--- config.mk ---
export PLATFORM = sky130hd
export DESIGN_NAME = prbs_checker_counters
export DESIGN_NICKNAME = d
export VERILOG_FILES = /design/src/logic/prbs_tally_pkg.sv /design/src/logic/prbs_tally_counter.sv /design/src/logic/prbs_checker_counters.sv
export SDC_FILE = /design/constraint.sdc
export NUM_CORES = 1
export LEC_CHECK = 0
export BUFFER_PORTS_ARGS = -buffer_cell sky130_fd_sc_hd__buf_2
export CAP_MARGIN = 20
export CORE_MARGIN = 3
export CORE_UTILIZATION = 45
export CTS_CLUSTER_DIAMETER = 200
export DETAILED_ROUTE_END_ITERATION = 16
export PLACE_DENSITY_LB_ADDON = 0.12
export SYNTH_ARGS = -nofsm -noshare
export SYNTH_HDL_FRONTEND = slang
export SYNTH_HIERARCHICAL = 1
export SYNTH_SLANG_ARGS = --single-unit
--- constraint.sdc ---
create_clock -name sys_clk -period 4.8 [get_ports sys_clk]
set_clock_uncertainty 0.05 [all_clocks]
set_input_delay 0.96 -clock sys_clk [delete_from_list [all_inputs] [get_ports sys_clk]]
set_output_delay 0.96 -clock sys_clk [all_outputs]
set_load 0.01 [all_outputs]
--- src/logic/prbs_tally_pkg.sv ---
// package: register map, field positions and types of the checker counters
package prbs_tally_pkg;

  // ---------------------------------------------------------------
  // register indices as printed, byte address is four times these
  // ---------------------------------------------------------------
  localparam logic [7:0]  IDX_BYTE_TOTAL     = 8'h71;
  localparam logic [7:0]  IDX_COUNTER_STATUS = 8'h72;
  localparam logic [7:0]  IDX_IRQ_STATUS     = 8'h80;
  localparam logic [7:0]  IDX_IRQ_MASK       = 8'h81;
  localparam logic [7:0]  IDX_MODE_CTRL      = 8'h82;
  localparam logic [11:0] ADDR_BYTE_TOTAL     = {2'h0, IDX_BYTE_TOTAL, 2'h0};
  localparam logic [11:0] ADDR_COUNTER_STATUS = {2'h0, IDX_COUNTER_STATUS, 2'h0};
  localparam logic [11:0] ADDR_IRQ_STATUS     = {2'h0, IDX_IRQ_STATUS, 2'h0};
  localparam logic [11:0] ADDR_IRQ_MASK       = {2'h0, IDX_IRQ_MASK, 2'h0};
  localparam logic [11:0] ADDR_MODE_CTRL      = {2'h0, IDX_MODE_CTRL, 2'h0};

  // ---------------------------------------------------------------
  // field positions and reset values
  // ---------------------------------------------------------------
  localparam int          BIT_LOCK        = 0;
  localparam int          BIT_LOCK_CLEAR  = 1;
  localparam int          BIT_BYTE_OVF    = 9;
  localparam int          BIT_PKT_OVF     = 10;
  localparam int          BYTE_W          = 16;
  localparam int          ERR_W           = 8;
  localparam int          PKT_W           = 16;
  localparam logic [15:0] RST_BYTE_TOTAL  = 16'h0000;
  localparam logic [7:0]  RST_ERR_TALLY   = 8'h00;
  localparam int          IRQ_W           = 3;
  localparam int          IRQ_BYTE_OVF    = 0;
  localparam int          IRQ_PKT_OVF     = 1;
  localparam int          IRQ_ERR_FULL    = 2;
  localparam logic [2:0]  RST_IRQ         = 3'h0;
  localparam logic        RST_SAT_MODE    = 1'b0;

  // checker events from the receive path
  typedef struct packed {
    logic byte_ok;
    logic byte_err;
    logic pkt_done;
  } rx_event_t;

  // tally values held in the locked snapshot of the register file
  typedef struct packed {
    logic [15:0] bytes;
    logic [7:0]  errs;
    logic        byte_ovf;
    logic        pkt_ovf;
  } tally_t;

endpackage : prbs_tally_pkg

--- src/logic/prbs_tally_counter.sv ---
// saturating or wrapping counter with overflow flag
`timescale 1ns/1ps
`default_nettype none
module prbs_tally_counter #(
  parameter int W = 16
) (
  input  wire logic         sys_clk,
  input  wire logic         rst,
  input  wire logic         inc,
  input  wire logic         clr,
  input  wire logic         wrap_mode,
  output var  logic [W-1:0] count_ff,
  output var  logic         ovf_ff
);

  if (W < 2) begin : g_bad_width
    $error("counter width too small");
  end

  logic [W-1:0] nxt_count;
  logic         at_max;

  assign at_max = &count_ff;

  always_comb begin
    nxt_count = count_ff;
    if (clr) begin
      nxt_count = '0;
    end else if (inc && (!at_max || wrap_mode)) begin
      nxt_count = count_ff + 1'b1;
    end
  end

  always_ff @(posedge sys_clk) begin
    if (rst) begin
      count_ff <= '0;
    end else begin
      count_ff <= nxt_count;
    end
  end

  // overflow is sticky until the counters are cleared
  always_ff @(posedge sys_clk) begin
    if (rst) begin
      ovf_ff <= 1'b0;
    end else if (clr) begin
      ovf_ff <= 1'b0;
    end else if (inc && at_max) begin
      ovf_ff <= 1'b1;
    end
  end

endmodule : prbs_tally_counter
`default_nettype wire

--- src/logic/prbs_checker_counters.sv ---
// checker statistics counters with apb register file and interrupt
// How it works
// - A 16-bit read-only total of received bytes, zero after reset.
// - The readable byte total is frozen whenever either trigger bit is written.
// - With saturate mode zero the byte total stops at its maximum.
// - Bit 10 reports, read-only, that the packet counter overflowed.
// - Bit 9 reports, read-only, that the byte counter overflowed.
// - Both overflow flags clear only when the counters are cleared by trigger bit 1.
// - An 8-bit read-only tally of errored bytes at bits 7:0, zero after reset.
// - With saturate mode zero the error tally stops at its maximum.
// - Writing trigger bit 0 locks the readable counter values without clearing.
// - Writing trigger bit 1 locks the values and then zeroes the counters.
`timescale 1ns/1ps
`default_nettype none
module prbs_checker_counters
  import prbs_tally_pkg::*;
(
  input  wire logic        sys_clk,
  input  wire logic        rst,
  input  wire logic        psel,
  input  wire logic        penable,
  input  wire logic        pwrite,
  input  wire logic [11:0] paddr,
  input  wire logic [31:0] pwdata,
  input  wire logic [3:0]  pstrb,
  output var  logic [31:0] prdata,
  output var  logic        pready,
  output var  logic        pslverr,
  input  wire rx_event_t   rx_event,
  output var  logic        irq
);

  // ---------------------------------------------------------------
  // apb decode
  // ---------------------------------------------------------------
  logic        setup;
  logic        wr_now;
  logic        rd_now;
  logic        hit;
  logic        lock_pulse;
  logic        clear_pulse;
  logic        wr_lane0;

  assign setup    = psel && !penable;
  assign wr_now   = psel && penable && pready && pwrite;
  assign rd_now   = setup && !pwrite;
  assign wr_lane0 = pstrb[0];
  assign hit      = (paddr == ADDR_BYTE_TOTAL) || (paddr == ADDR_COUNTER_STATUS) ||
                    (paddr == ADDR_IRQ_STATUS) || (paddr == ADDR_IRQ_MASK) ||
                    (paddr == ADDR_MODE_CTRL);

  // trigger strobes from a write to the status register
  assign lock_pulse  = wr_now && wr_lane0 && (paddr == ADDR_COUNTER_STATUS) &&
                       (pwdata[BIT_LOCK] || pwdata[BIT_LOCK_CLEAR]);
  assign clear_pulse = wr_now && wr_lane0 && (paddr == ADDR_COUNTER_STATUS) &&
                       pwdata[BIT_LOCK_CLEAR];

  // ---------------------------------------------------------------
  // control registers
  // ---------------------------------------------------------------
  logic             sat_mode_ff;
  logic [IRQ_W-1:0] irq_mask_ff;
  logic [IRQ_W-1:0] irq_stat_ff;

  always_ff @(posedge sys_clk) begin
    if (rst) begin
      sat_mode_ff <= RST_SAT_MODE;
    end else if (wr_now && wr_lane0 && paddr == ADDR_MODE_CTRL) begin
      sat_mode_ff <= pwdata[0];
    end
  end

  always_ff @(posedge sys_clk) begin
    if (rst) begin
      irq_mask_ff <= RST_IRQ;
    end else if (wr_now && wr_lane0 && paddr == ADDR_IRQ_MASK) begin
      irq_mask_ff <= pwdata[IRQ_W-1:0];
    end
  end

  // ---------------------------------------------------------------
  // live counters
  // ---------------------------------------------------------------
  logic [BYTE_W-1:0] byte_cnt;
  logic [ERR_W-1:0]  err_cnt;
  logic [PKT_W-1:0]  pkt_cnt;
  logic              byte_ovf;
  logic              err_ovf;
  logic              pkt_ovf;

  prbs_tally_counter #(.W(BYTE_W)) u_byte_cnt (
    .sys_clk   (sys_clk),
    .rst       (rst),
    .inc       (rx_event.byte_ok || rx_event.byte_err),
    .clr       (clear_pulse),
    .wrap_mode (sat_mode_ff),
    .count_ff  (byte_cnt),
    .ovf_ff    (byte_ovf)
  );

  prbs_tally_counter #(.W(ERR_W)) u_err_cnt (
    .sys_clk   (sys_clk),
    .rst       (rst),
    .inc       (rx_event.byte_err),
    .clr       (clear_pulse),
    .wrap_mode (sat_mode_ff),
    .count_ff  (err_cnt),
    .ovf_ff    (err_ovf)
  );

  prbs_tally_counter #(.W(PKT_W)) u_pkt_cnt (
    .sys_clk   (sys_clk),
    .rst       (rst),
    .inc       (rx_event.pkt_done),
    .clr       (clear_pulse),
    .wrap_mode (1'b1),
    .count_ff  (pkt_cnt),
    .ovf_ff    (pkt_ovf)
  );

  // ---------------------------------------------------------------
  // locked snapshot, taken before the clear lands
  // ---------------------------------------------------------------
  tally_t snap_ff;

  always_ff @(posedge sys_clk) begin
    if (rst) begin
      snap_ff <= '{bytes: RST_BYTE_TOTAL, errs: RST_ERR_TALLY, byte_ovf: 1'b0, pkt_ovf: 1'b0};
    end else if (lock_pulse) begin
      snap_ff.bytes <= byte_cnt;
      snap_ff.errs  <= err_cnt;
    end
    if (!rst) begin
      snap_ff.byte_ovf <= byte_ovf && !clear_pulse;
      snap_ff.pkt_ovf  <= pkt_ovf && !clear_pulse;
    end
  end

  // ---------------------------------------------------------------
  // interrupt status, set wins over write-one-to-clear
  // ---------------------------------------------------------------
  logic [IRQ_W-1:0] irq_set;
  logic [IRQ_W-1:0] irq_clr;
  logic             byte_ovf_d_ff;
  logic             pkt_ovf_d_ff;
  logic             err_ovf_d_ff;

  always_ff @(posedge sys_clk) begin
    if (rst) begin
      byte_ovf_d_ff <= 1'b0;
      pkt_ovf_d_ff  <= 1'b0;
      err_ovf_d_ff  <= 1'b0;
    end else begin
      byte_ovf_d_ff <= byte_ovf;
      pkt_ovf_d_ff  <= pkt_ovf;
      err_ovf_d_ff  <= err_ovf;
    end
  end

  assign irq_set[IRQ_BYTE_OVF] = byte_ovf && !byte_ovf_d_ff;
  assign irq_set[IRQ_PKT_OVF]  = pkt_ovf && !pkt_ovf_d_ff;
  assign irq_set[IRQ_ERR_FULL] = err_ovf && !err_ovf_d_ff;
  assign irq_clr = (wr_now && wr_lane0 && paddr == ADDR_IRQ_STATUS) ?
                   pwdata[IRQ_W-1:0] : '0;

  always_ff @(posedge sys_clk) begin
    if (rst) begin
      irq_stat_ff <= RST_IRQ;
    end else begin
      irq_stat_ff <= (irq_stat_ff & ~irq_clr) | irq_set;
    end
  end

  always_ff @(posedge sys_clk) begin
    if (rst) begin
      irq <= 1'b0;
    end else begin
      irq <= |(((irq_stat_ff & ~irq_clr) | irq_set) & irq_mask_ff);
    end
  end

  // ---------------------------------------------------------------
  // apb answer: no wait states, read data registered in setup
  // ---------------------------------------------------------------
  logic [31:0] nxt_rdata;

  always_comb begin
    nxt_rdata = '0;
    case (paddr)
      ADDR_BYTE_TOTAL:     nxt_rdata[BYTE_W-1:0] = snap_ff.bytes;
      ADDR_COUNTER_STATUS: begin
        nxt_rdata[BIT_PKT_OVF]  = snap_ff.pkt_ovf;
        nxt_rdata[BIT_BYTE_OVF] = snap_ff.byte_ovf;
        nxt_rdata[ERR_W-1:0]    = snap_ff.errs;
      end
      ADDR_IRQ_STATUS:     nxt_rdata[IRQ_W-1:0] = irq_stat_ff;
      ADDR_IRQ_MASK:       nxt_rdata[IRQ_W-1:0] = irq_mask_ff;
      ADDR_MODE_CTRL:      nxt_rdata[0] = sat_mode_ff;
      default:             nxt_rdata = '0;
    endcase
  end

  always_ff @(posedge sys_clk) begin
    if (rst) begin
      pready  <= 1'b0;
      pslverr <= 1'b0;
      prdata  <= '0;
    end else begin
      pready  <= setup;
      pslverr <= setup && !hit;
      if (rd_now) begin
        prdata <= nxt_rdata;
      end
    end
  end

  // ---------------------------------------------------------------
  // checks
  // ---------------------------------------------------------------
  a_byte_saturate: assert property (@(posedge sys_clk) disable iff (rst)
    (!sat_mode_ff && byte_cnt == 16'hffff && !clear_pulse) |=> byte_cnt == 16'hffff)
    else $error("byte total left its maximum in saturate mode");

  a_err_saturate: assert property (@(posedge sys_clk) disable iff (rst)
    (!sat_mode_ff && err_cnt == 8'hff && !clear_pulse) |=> err_cnt == 8'hff)
    else $error("error tally left its maximum in saturate mode");

  a_byte_wrap: assert property (@(posedge sys_clk) disable iff (rst)
    (sat_mode_ff && byte_cnt == 16'hffff && rx_event.byte_ok && !clear_pulse)
    |=> byte_cnt == 16'h0000 && byte_ovf ##1 (snap_ff.byte_ovf || $past(clear_pulse)))
    else $error("byte total did not wrap with overflow");

  a_err_wrap: assert property (@(posedge sys_clk) disable iff (rst)
    (sat_mode_ff && err_cnt == 8'hff && rx_event.byte_err && !clear_pulse)
    |=> err_cnt == 8'h00 && err_ovf)
    else $error("error tally did not wrap with overflow");

  a_clear_zeroes: assert property (@(posedge sys_clk) disable iff (rst)
    clear_pulse |=> byte_cnt == 16'h0000 && err_cnt == 8'h00 && !byte_ovf && !pkt_ovf)
    else $error("clear left counters nonzero");

  a_clear_flags: assert property (@(posedge sys_clk) disable iff (rst)
    clear_pulse |=> !snap_ff.byte_ovf && !snap_ff.pkt_ovf)
    else $error("clear left overflow flags set");

  a_ovf_sticky: assert property (@(posedge sys_clk) disable iff (rst)
    (byte_ovf && !clear_pulse) |=> byte_ovf)
    else $error("byte overflow dropped without clear");

  a_pkt_sticky: assert property (@(posedge sys_clk) disable iff (rst)
    (pkt_ovf && !clear_pulse) |=> pkt_ovf)
    else $error("packet overflow dropped without clear");

  a_byte_ovf_set: assert property (@(posedge sys_clk) disable iff (rst)
    (byte_cnt == 16'hffff && (rx_event.byte_ok || rx_event.byte_err) && !clear_pulse)
    |=> byte_ovf)
    else $error("byte overflow not raised at the maximum");

  a_pkt_ovf_flag: assert property (@(posedge sys_clk) disable iff (rst)
    (pkt_ovf && !clear_pulse) |=> snap_ff.pkt_ovf)
    else $error("packet overflow not reported");

  a_lock_capture: assert property (@(posedge sys_clk) disable iff (rst)
    lock_pulse |=> snap_ff.bytes == $past(byte_cnt) && snap_ff.errs == $past(err_cnt))
    else $error("lock did not capture counters");

  a_lock_holds: assert property (@(posedge sys_clk) disable iff (rst)
    !lock_pulse |=> $stable(snap_ff.bytes) && $stable(snap_ff.errs))
    else $error("locked value changed without trigger");

  a_byte_count: assert property (@(posedge sys_clk) disable iff (rst)
    (rx_event.byte_ok && !clear_pulse && byte_cnt != 16'hffff)
    |=> byte_cnt == $past(byte_cnt) + 16'h0001)
    else $error("byte total missed a byte");

  a_err_count: assert property (@(posedge sys_clk) disable iff (rst)
    (rx_event.byte_err && !clear_pulse && err_cnt != 8'hff)
    |=> err_cnt == $past(err_cnt) + 8'h01)
    else $error("error tally missed a byte");

  a_reserved_zero: assert property (@(posedge sys_clk) disable iff (rst)
    (rd_now && paddr == ADDR_COUNTER_STATUS) |=> prdata[31:11] == '0 && !prdata[8])
    else $error("reserved status bits not zero");

  a_byte_ovf_flag: assert property (@(posedge sys_clk) disable iff (rst)
    (byte_ovf && !clear_pulse) |=> snap_ff.byte_ovf)
    else $error("byte overflow not reported");

  a_mode_strobe: assert property (@(posedge sys_clk) disable iff (rst)
    (psel && penable && pwrite && !pstrb[0] && paddr == ADDR_MODE_CTRL)
    |=> $stable(sat_mode_ff))
    else $error("mode changed on a masked byte lane");

  a_irq_level: assert property (@(posedge sys_clk) disable iff (rst)
    $stable(irq_mask_ff) |-> irq == |(irq_stat_ff & irq_mask_ff))
    else $error("interrupt output disagrees with status and mask");

  a_pready_pulse: assert property (@(posedge sys_clk) disable iff (rst)
    pready |=> !pready)
    else $error("ready stood longer than one cycle");

  a_rdata_hold: assert property (@(posedge sys_clk) disable iff (rst)
    !rd_now |=> $stable(prdata))
    else $error("read data changed without a read");

endmodule : prbs_checker_counters
`default_nettype wire

==> summary.md, run 1 <==
| Metric | Value |
|---|---|
| Status | completed |
| Top cells by area, synth | dfxtp_1, a21oi_1, nand2_1 |
| Hold depth | 1 |
| Netlist cell types | 67 |
| Mapped Avg Cell Area | 8.82 µm² |
| Seq/Total Area, Yosys | between 40% and 50% |
| CP required | between 4 and 5 ns |
| HPWL after DPL | ~7100 µm |
| Minimum clock period | ~2.6 ns |
| Clock Tree Root | clkbuf_8 |
| Detailed Routing Iterations Pass 1 | 4 |
| Crit. End Element | flip-flop |
| Crit-path leading delay family | simple AND/OR/NAND/NOR gates |
| Mapped Cells | ~520 |
| Vias/cell | 5.52 |
| DP Area | ~4800 µm² |
| Final instance area | roughly 5000 µm² |
| Site Rows | 36 |
| Die Ht | 107 µm |
| Drc violations | 0 |
| RSZ-0062 raised after global routing | no |
| R2R depth | 4 |
| Ys flop type | dfxtp_1 |
| Layout Utilization | roughly half |
| Synth area leader | dfxtp_1 |
| Initial Util | between 40% and 50% |
| WL/cell | between 10 and 15 µm |
| Postcts setup bufs | 0 |
| Number of synthesized flops with an enable pin | 0 |
| DR iter-0 viols | about 150 |
| DP Cell Count | ~670 |
| Core area | roughly 9800 µm² |
| Setup WS post-layout | 2.21 ns |
| WP data arrival | 2.78 ns |
| Crit-path cells | buf_2, nor4_4, and4_4, and3_1, or2_2, nor3_1 |
| Number of H-tree levels | 3 |
| Port Buf Inserts | 42 |
| Worst hold path class | flip-flop to flip-flop |
| Post-synth ARST share | 0% |
| Die width | 107 µm |
| Hold Vio Cnt, Final | 0 |
| Clock sinks | between 90 and 100 |
| Setup Slack @ Placement | approximately 1.8 ns |
| Ys Warns | 6 |
| Setup CP Type | input port to flip-flop |
| Setup violators final | 0 |
| Critical Path Fanout Max | 15 |
| Nets | between 600 and 700 |
| Period utilization | between 50 and 60% |
| Area share of the leading cell type in the synthesized netlist | ~43% |
| Relative slew slack | between 20% and 30% |
| # diodes | 0 |
| Setup TNS Final | 0 ns |
| Clock latency on the worst-skew pair | about 0.36 ns |
| Fmax | 386 MHz |
| Post-route ant nets | 0 |
| TritonCTS Buffers | 9 |
| Die area | between 10000 and 15000 µm² |
| PD cells | around 290 nW/µm² |
| Share of cells above drive strength 1 | 16.0% |
| Pins Over Slew Limit | 0 |
| Pin count of the biggest net entering global routing | 63 |
| Post-cts sizing count | 0 |
| VDD IR-drop max | 0.126 mV |
| Synthesized flop and latch total | just under 100 |
| Initial antenna violation count | 0 |
| First-pass GRT wire length | approximately 17000 µm |
| IO Count | between 90 and 100 |
| Vias | 3804 |
| Commonest non-fill, non-tap cell in the layout | dfxtp_1 |
| Non-Filler Instances | 689 |
| Most frequent cells in the layout | dfxtp_1, nand2_1, a21oi_1 |
| Worst path bufs/invs | 1 |
| Area delta synth->final | 8.87% |
| TritonCTS clock tree | yes |
| CP max stage cell | and3_1 |
| Cell area after synthesis | around 4600 µm² |
| Startpoint Class | input port |
| Critical path depth | 6 |
| GP Congestion | a little over 0.8 |
| Vias in the first global route | 3608 |
| Maxcap violations | 0 |
| Global route total overflow | 0 |
| Leak Pwr | 1.81 nW |
| GRT Util Overall | a little under a fifth |
| Clock transition at path regs | 0.10 ns |
| Max incr delay on CP | 0.44 ns |
| # hold bufs at CTS | 0 |
| Drt total wl | about 10000 µm |
| Max Buffers Root-to-Sink | 2 |
| Worst-Margin Slew | ~1.1 ns |
==> layer usage <==
layer | track usage [%] | vias up | part of all wire, %
li1 | - | 1948 | -
met1 | 25.4 | 1770 | 48
met2 | 31.0 | 78 | 47
met3 | 3.13 | 8 | 4.0
met4 | 4.66 | 0 | 0.85
met5 | 0 | - | 0
==> through the flow <==
stage          hold slack, ns  power (mW)
2_1_floorplan           0.360       0.905
3_3_place_gp            0.374       0.923
3_5_place_dp            0.381       0.925
4_1_cts                 0.393        1.44
5_1_grt                 0.419        1.49
6_report                0.397        1.43
==> logic make-up after synthesis <==
kind of cell,Yosys count,synth area share (%)
adder cells (fa/ha/maj),3,0.824
AO/OA/AOI/OAI,129,18.5
buffers and inverters,42,5.76
AND/OR/NAND/NOR,230,29.0
XOR/XNOR,4,0.769
other,2,0.165
flip-flops,98,43.0
multiplexers,9,1.98
==> flip-flops by register name (all words and copies together), names as in the netlist <==
| signal | flops |
|---|---|
| prdata | 16 |
| snap_ff | 26 |
| u_err_cnt/count_ff | 8 |
| irq_stat_ff | 3 |
| pslverr | 1 |
| sat_mode_ff | 1 |
| u_pkt_cnt/ovf_ff | 1 |
| byte_ovf_d_ff | 1 |
| u_byte_cnt/ovf_ff | 1 |
| u_byte_cnt/count_ff | 16 |
| pready | 1 |
| irq_mask_ff | 3 |
| u_pkt_cnt/count_ff | 16 |
| err_ovf_d_ff | 1 |
| irq | 1 |
| pkt_ovf_d_ff | 1 |
| u_err_cnt/ovf_ff | 1 |
==> synthesized netlist by cell type, drive strengths merged, types with 3 or more instances <==
cell type   n
or4        10
mux2i       9
and4        7
nand2      75
or2         7
and3        5
clkbuf      9
buf        29
nor4        4
o31ai       8
nor2       36
o21ai      18
ha          3
a221oi      7
a21oi      61
nand3      16
a311oi      4
nor2b       8
or3        20
nor3       11
nor4b       3
dfxtp      98
o311ai      4
o41ai       4
nand4      15
and4b       4
nand4b      5
xor2        4
inv         4
==> final timing paths <==
kind / start / end / slack (ns)
hold / removal: pkt_ovf_d_ff / irq_stat_ff[1] / 0.40
setup / recovery: paddr[1] / u_pkt_cnt/count_ff[2] / 2.21
hold reg to reg: pkt_ovf_d_ff / irq_stat_ff[1] / 0.40
setup reg to reg: u_byte_cnt/count_ff[6] / u_byte_cnt/count_ff[7] / 2.73
==> power by group <==
part | internal, mW | switching (mW) | total (mW)
clock network | 0.204 | 0.318 | 0.522
logic | 0.0261 | 0.0492 | 0.0753
registers | 0.821 | 0.00972 | 0.831
==> area by class of cell <==
class                      count  area, µm²
fill                         967       4860
inverter                       4       15.0
clock inverter                 7       72.6
sequential                    98       1960
multi-input combinational    394       2400
tap                          133        166
clock buffer                   9        124
timing repair buffer          44        225
Note: power is estimated with default switching activity, not from simulation.
==> run 2: changes to the inputs <==
clock period = 2.25 ns   (was 4.8 ns; I/O delays follow)
==> run 2 against run 1 <==
Die area did not move. Critical path depth shrank 2. Critical path type is now flip-flop to flip-flop. Final area grew 1.8%. Flip-flop and latch count stayed put. Register-to-register slack worse by 2.4 ns. Largest cell class unchanged. Global-route usage shrank 0.25 points. Power is 110% higher. Hold slack worse by 0.11 ns. Clock-buffer cell count is 1 higher. Critical endpoint is now u_byte_cnt/count_ff[15]. Largest power group unchanged.
==> summary.md, run 2 (synthesis gave the netlist of run 1 again) <==
| Metric | Value |
|---|---|
| WL/cell | 14.4 µm (-2.5%) |
| GRT Util Overall | 18.4% (-0.25 points) |
| Critical Path Fanout Max | 9 (-6) |
| Period utilization | a little under nine tenths |
| Pins Over Slew Limit | 0 (unchanged) |
| # diodes | 0 (unchanged) |
| Number of H-tree levels | 3 (unchanged) |
| Worst-Margin Slew | 0.854 ns (-0.219 ns) |
| Global route total overflow | 0 (unchanged) |
| Initial antenna violation count | 0 (unchanged) |
| Top sig layer | met4 |
| Minimum clock period | approximately 1.9 ns |
| WP data arrival | 2.19 ns (-0.59 ns) |
| Relative slew slack | 42.7% (+14 points) |
| Maxcap violations | 0 (unchanged) |
| Commonest non-fill, non-tap cell in the layout | dfxtp_1 |
| CP max stage cell | or4_4 |
| Vias in the first global route | 3578 (-0.83%) |
| Die Ht | 107 µm (unchanged) |
| Postcts setup bufs | 0 (unchanged) |
| Crit. End Element | flip-flop |
| Max reg flops | 26 (unchanged) |
| Share of cells above drive strength 1 | 18.1% (+2.1 points) |
| Max Buffers Root-to-Sink | 2 (unchanged) |
| Met2 WL | 4710 µm (-1.3%) |
| Site Rows | 36 (unchanged) |
| Pin count of the biggest net entering global routing | 25 (-60%) |
| Setup CP Type | flip-flop to flip-flop |
| Nets | 623 (+2.1%) |
| First-pass GRT wire length | 17100 µm (-2.4%) |
| Fmax | about 520 MHz |
| DR iter-0 viols | 191 (+25%) |
| Hold Vio Cnt, Final | 0 (unchanged) |
| Area delta synth->final | 10.8% |
| Port Buf Inserts | 42 (unchanged) |
| PD cells | 598 nW/µm² (+110%) |
| Clock sinks | 98 (unchanged) |
| Clock latency on the worst-skew pair | 0.36 ns (about the same) |
| HPWL after DPL | 7270 µm (+2.2%) |
| Leak Pwr | 1.87 nW (+3.4%) |
| Die width | 107 µm (unchanged) |
| TritonCTS Buffers | 9 (unchanged) |
| RSZ-0062 raised after global routing | no |
| Met3 WL | 413 µm (+1.7%) |
| Drc violations | 0 (unchanged) |
| Status | completed |
| Detailed Routing Iterations Pass 1 | 4 (unchanged) |
| Worst hold path class | input port to flip-flop |
| Layout Utilization | 51.4% (+0.90 points) |
| DRT met1 WL | 4910 µm (-0.59%) |
| Worst path bufs/invs | 0 (-1) |
| Setup TNS Final | 0 ns (unchanged) |
| VDD IR-drop max | 0.287 mV (+130%) |
| # hold bufs at CTS | 0 (unchanged) |
| Setup violators final | 0 (unchanged) |
| GP Congestion | 0.803 (-2.0%) |
| TritonCTS clock tree | yes |
| Vias/cell | 5.53 (+0.11%) |
| Largest register by flop count | snap_ff |
| Initial Util | 46.4% (unchanged) |
| Die area | 11400 µm² (unchanged) |
| Post-cts sizing count | 0 (unchanged) |
| Crit-path cells | nand3_1, or4_4, or4_1, a21oi_1 |
| Reg2Reg Setup Slack | 0.31 ns (-2.42 ns) |
| Most frequent cells in the layout | dfxtp_1, nand2_1, a21oi_1 |
| Startpoint Class | flip-flop |
| CP required | 2.50 ns (-2.49 ns) |
| Non-Filler Instances | 702 (+1.9%) |
| Clock transition at path regs | 0.10 ns (about the same) |
| DP Cell Count | 686 (+1.9%) |
| Filler cells | 987 (+2.1%) |
| Vias | 3880 (+2.0%) |
| Core area | 9820 µm² (unchanged) |
| Clock Tree Root | clkbuf_8 |
| Post-route ant nets | 0 (unchanged) |
| IO Count | 91 (unchanged) |
| Drt total wl | 10100 µm (-0.67%) |
| Crit-path leading delay family | simple AND/OR/NAND/NOR gates |
| Max incr delay on CP | 0.57 ns (+0.13 ns) |
run 2: cell count changes in the layout (fill, tap and decap cells not counted), sizes merged:
cell / delta
clkbuf: +1
clkinvlp: +1
buf: +13
clkinv: -1
inv: -1
run 2: power by group:
part | switching, mW | internal, mW
logic | 0.106 | 0.0633
registers | 0.0208 | 1.75
clock network | 0.636 | 0.444
total | 0.762 | 2.26
run 2: worst register-to-register path: stages, from the launching register on:
cell and delay [ns]:
dfxtp_1 0.50, nand3_1 0.12, or4_4 0.57, or4_1 0.49, a21oi_1 0.15
run 2: path summary, 6_finish.rpt:
path | from | to | depth (start not counted)
worst max-delay path | u_byte_cnt/count_ff[5] | u_byte_cnt/count_ff[15] | 4
worst min-delay path | pwdata[2] | irq_mask_ff[2] | 3
worst max register to register | u_byte_cnt/count_ff[5] | u_byte_cnt/count_ff[15] | 4
worst min register to register | pkt_ovf_d_ff | irq_stat_ff[1] | 1
run 2: routing by layer:
layer | up-vias | global-route usage, %
met3 | 9 | 4.27
met2 | 66 | 29.1
met4 | 0 | 5.48
met1 | 1837 | 25.2
met5 | - | 0
li1 | 1968 | -
run 2: layout make-up:
cell class | count | area, µm² | share of cell area (%)
Clock inverter | 6 | 48.8 | 0.966
Sequential cell | 98 | 1960 | 38.8
Timing Repair Buffer | 57 | 323 | 6.39
Multi-Input combinational cell | 394 | 2400 | 47.5
Tap cell | 133 | 166 | 3.29
Inverter | 4 | 15.0 | 0.297
Clock buffer | 10 | 138 | 2.72
run 2: per-stage QoR:
stage               power (mW)  hold slack [ns]  area (µm²)  setup WS, ns
floorplan                 1.93            0.360        4620        0.0577
global placement          1.98            0.381        4860         0.191
detailed placement        1.98            0.387        4860         0.174
CTS                       3.06            0.271        5050         0.304
global route              3.16            0.285        5050         0.209
finish                    3.02            0.288        5050         0.312
==> run 3: changes to the inputs <==
CORE_UTILIZATION = 35   (was 45)
SYNTH_HIERARCHICAL = not set   (was 1)
==> run 3 against run 2 <==
Flip-flop and latch count unchanged. Cell count down 0.57%. Non-clock buffer count fell by 1. Synthesized cell count is 7.2% lower. Core utilization decreased by 10 points. Clock-buffer cell count decreased by 1. Synthesized area shrank 4.7%. Via count is 12% lower. Critical endpoint is now u_byte_cnt.count_ff[13]. Largest cell class unchanged. Largest power group unchanged.
==> summary.md, run 3 <==
| Metric | Value |
|---|---|
| Status | completed |
| Post-synth ARST share | 0% (unchanged) |
| Non-Filler Instances | 698 (-0.57%) |
| Clock latency on the worst-skew pair | 0.35 ns (about the same) |
| Setup CP Type | flip-flop to flip-flop |
| Max reg flops | 26 (unchanged) |
| Cell area after synthesis | 4350 µm² (-4.7%) |
| Netlist cell types | 53 (-21%) |
| Port Buf Inserts | 42 (unchanged) |
| Postcts setup bufs | 0 (unchanged) |
| Crit-path cells | ha_1, nand3_1, nor2_1, a21o_1, or4_1, a21oi_1 |
| GRT Util Overall | 14.6% (-3.8 points) |
| Layout Utilization | 41.3% (-10 points) |
| Ys flop type | dfxtp_1 |
| # hold bufs at CTS | 0 (unchanged) |
| Period utilization | 84.8% (-1.4 points) |
| Filler cells | 1210 (+23%) |
| Pins Over Slew Limit | 0 (unchanged) |
| HPWL after DPL | 6890 µm (-5.1%) |
| Max incr delay on CP | 0.54 ns (-0.03 ns) |
| Clock transition at path regs | 0.07 ns (-0.03 ns) |
| Commonest non-fill, non-tap cell in the layout | dfxtp_1 |
| IO Count | 91 (unchanged) |
| VDD IR-drop max | 0.371 mV (+29%) |
| DR iter-0 viols | 174 (-8.9%) |
| Reg2Reg Setup Slack | 0.34 ns (+0.03 ns) |
| Detailed Routing Iterations Pass 1 | 4 (unchanged) |
| Global route total overflow | 0 (unchanged) |
| Critical Path Fanout Max | 9 (unchanged) |
| Switching power | 0.833 mW (+9.3%) |
| Startpoint Class | flip-flop |
| Synthesized flop and latch total | 98 (unchanged) |
| Core area | 12100 µm² (+23%) |
| Nets | 584 (-6.3%) |
| Minimum clock period | 1.91 ns (-0.0307 ns) |
| Leak Pwr | 1.79 nW (-4.1%) |
| TritonCTS clock tree | yes |
| Clock share of power | 42.8% (+7.1 points) |
| Number of synthesized flops with an enable pin | 0 (unchanged) |
| Area delta synth->final | 14.6% |
| Post-route ant nets | 0 (unchanged) |
| Clock sinks | 98 (unchanged) |
| Hold Vio Cnt, Final | 0 (unchanged) |
| CP max stage cell | nor2_1 |
| Largest register by flop count | snap_ff |
| Number of H-tree levels | 3 (unchanged) |
| Switching Share | 24.3% (-0.89 points) |
| Site Rows | 40 (+11%) |
| Worst Setup SP | u_byte_cnt.count_ff[1] |
| R2R depth | 6 (+2) |
| Comb power frac | 5.4% (-0.2 points) |
| Post-cts sizing count | 0 (unchanged) |
| Fmax | 524 MHz (+1.6%) |
| Area share of the leading cell type in the synthesized netlist | 45.1% (+2.1 points) |
| First-pass GRT wire length | 16300 µm (-4.6%) |
| Synth area leader | dfxtp_1 |
| Die width | 117 µm (+10%) |
| Vias/cell | 4.89 (-12%) |
| Drt total wl | 9660 µm (-4.7%) |
| Most frequent cells in the layout | dfxtp_1, nor2_1, buf_2 |
| Worst R2R End | u_byte_cnt.count_ff[13] |
| Most common cell in the synthesized netlist | dfxtp_1 |
| GP Congestion | 0.787 (-2.0%) |
| Int Pwr | 2.59 mW (+15%) |
| Mapped Cells | 480 (-7.2%) |
| Clock Tree Root | clkbuf_16 |
| TritonCTS Buffers | 9 (unchanged) |
| Final hold slack | 0.314 ns (+0.0264 ns) |
| Seq pwr share | 51.9% (-6.8 points) |
| Initial antenna violation count | 0 (unchanged) |
| Setup TNS Final | 0 ns (unchanged) |
| Initial Util | 36.0% (-10 points) |
| Drc violations | 0 (unchanged) |
| Share of cells above drive strength 1 | 15.8% (-2.3 points) |
| WP data arrival | 2.08 ns (-0.11 ns) |
| Worst hold path class | input port to flip-flop |
| R2r startpoint | u_byte_cnt.count_ff[1] |
| Pin count of the biggest net entering global routing | 46 (+84%) |
| Crit path to | u_byte_cnt.count_ff[13] |
| Crit. End Element | flip-flop |
| WL/cell | 13.8 µm (-4.1%) |
| Die Ht | 117 µm (+10%) |
| PD cells | 688 nW/µm² (+15%) |
| Top cells by area, synth | dfxtp_1, nor2_1, mux2i_1 |
| Worst-Margin Slew | 0.664 ns (-0.189 ns) |
| DP Area | 4700 µm² (-3.4%) |
| Vias in the first global route | 3206 (-10%) |
| Post-synth top cells | dfxtp_1, nor2_1, nand2_1 |
| RSZ-0062 raised after global routing | no |
| # diodes | 0 (unchanged) |
| Max Buffers Root-to-Sink | 2 (unchanged) |
| Setup violators final | 0 (unchanged) |
| Maxcap violations | 0 (unchanged) |
| Vias | 3412 (-12%) |
| DP Cell Count | 682 (-0.58%) |
| Seq/Total Area, Yosys | 45.1% (+2.1 points) |
| Mapped Avg Cell Area | 9.05 µm² (+2.7%) |
| CP required | 2.42 ns (-0.08 ns) |
| Relative slew slack | 55.5% (+13 points) |
| Ys Warns | 0 (-6) |
| Final instance area | 4980 µm² (-1.4%) |
| Die area | 13800 µm² (+21%) |
==> run 3: cell types whose count changed in the layout (fill, tap and decap cells not counted), moves of 11 or more <==
cell      change
nor2_1       +60
nand2_1      -43
a21oi_1      -42
mux2i_1      +19
or3_1        -19
xnor2_1      +19
a211oi_1     +11
==> run 3: stage by stage <==
stage | worst slack [ns] | power, mW
final | 0.343 | 3.42
after global routing | 0.213 | 3.57
after CTS | 0.367 | 3.48
after detailed placement | 0.152 | 2.00
after global placement | 0.175 | 2.00
after floorplan | 0.207 | 1.95
==> run 3: power groups by stage <==
stage          Clock (mW)  Sequential (mW)  Combinational, mW
2_1_floorplan           0             1.82              0.132
3_5_place_dp            0             1.82              0.185
3_3_place_gp            0             1.82              0.181
4_1_cts              1.52             1.78              0.186
5_1_grt              1.58             1.78              0.208
6_report             1.46             1.78              0.184
==> run 3: logic make-up after synthesis <==
logic type,share of synthesized area [%]
adder cells (fa/ha/maj),0.864
flip-flops,45.1
AO/OA/AOI/OAI,10.4
other,0.0863
AND/OR/NAND/NOR,23.9
multiplexers,6.45
buffers and inverters,6.74
XOR/XNOR,6.45
==> run 3: how the worst min path moves through the flow <==
stage | start | endpoint | slack [ns] | cells after the start
floorplan | u_byte_cnt.ovf_ff | byte_ovf_d_ff | 0.40 | 2
global placement | prdata[15] | prdata[15] | 0.39 | 2
detailed placement | prdata[15] | prdata[15] | 0.39 | 2
CTS | pwdata[2] | irq_mask_ff[2] | 0.29 | 3
global route | pwdata[2] | irq_mask_ff[2] | 0.32 | 3
finish | pwdata[2] | irq_mask_ff[2] | 0.31 | 3
==> run 3: cell type report <==
cell class,count,area [µm²],area share [%]
multi-input cells,350,2150,43.1
flip-flops and latches,98,1960,39.4
inverters,10,37.5,0.754
clock inverters,7,57.6,1.16
repair buffers,56,340,6.83
well taps,168,210,4.22
clock buffers,9,225,4.52
==> run 3: layer usage <==
| metal | up-vias | share of wire (%) | GRT usage [%] |
|---|---|---|---|
| met3 | 15 | 5.6 | 3.71 |
| met4 | 0 | 2.2 | 6.82 |
| met5 | - | 0 | 0 |
| li1 | 1743 | - | - |
| met1 | 1568 | 49 | 19.8 |
| met2 | 86 | 43 | 21.8 |
==> run 3: critical path: cells and delay by family (launching register included) <==
family / cells / cell delay (ns)
flip-flops: 1 / 0.41
AO/OA/AOI/OAI: 2 / 0.35
adder cells (fa/ha/maj): 1 / 0.20
AND/OR/NAND/NOR: 3 / 0.78
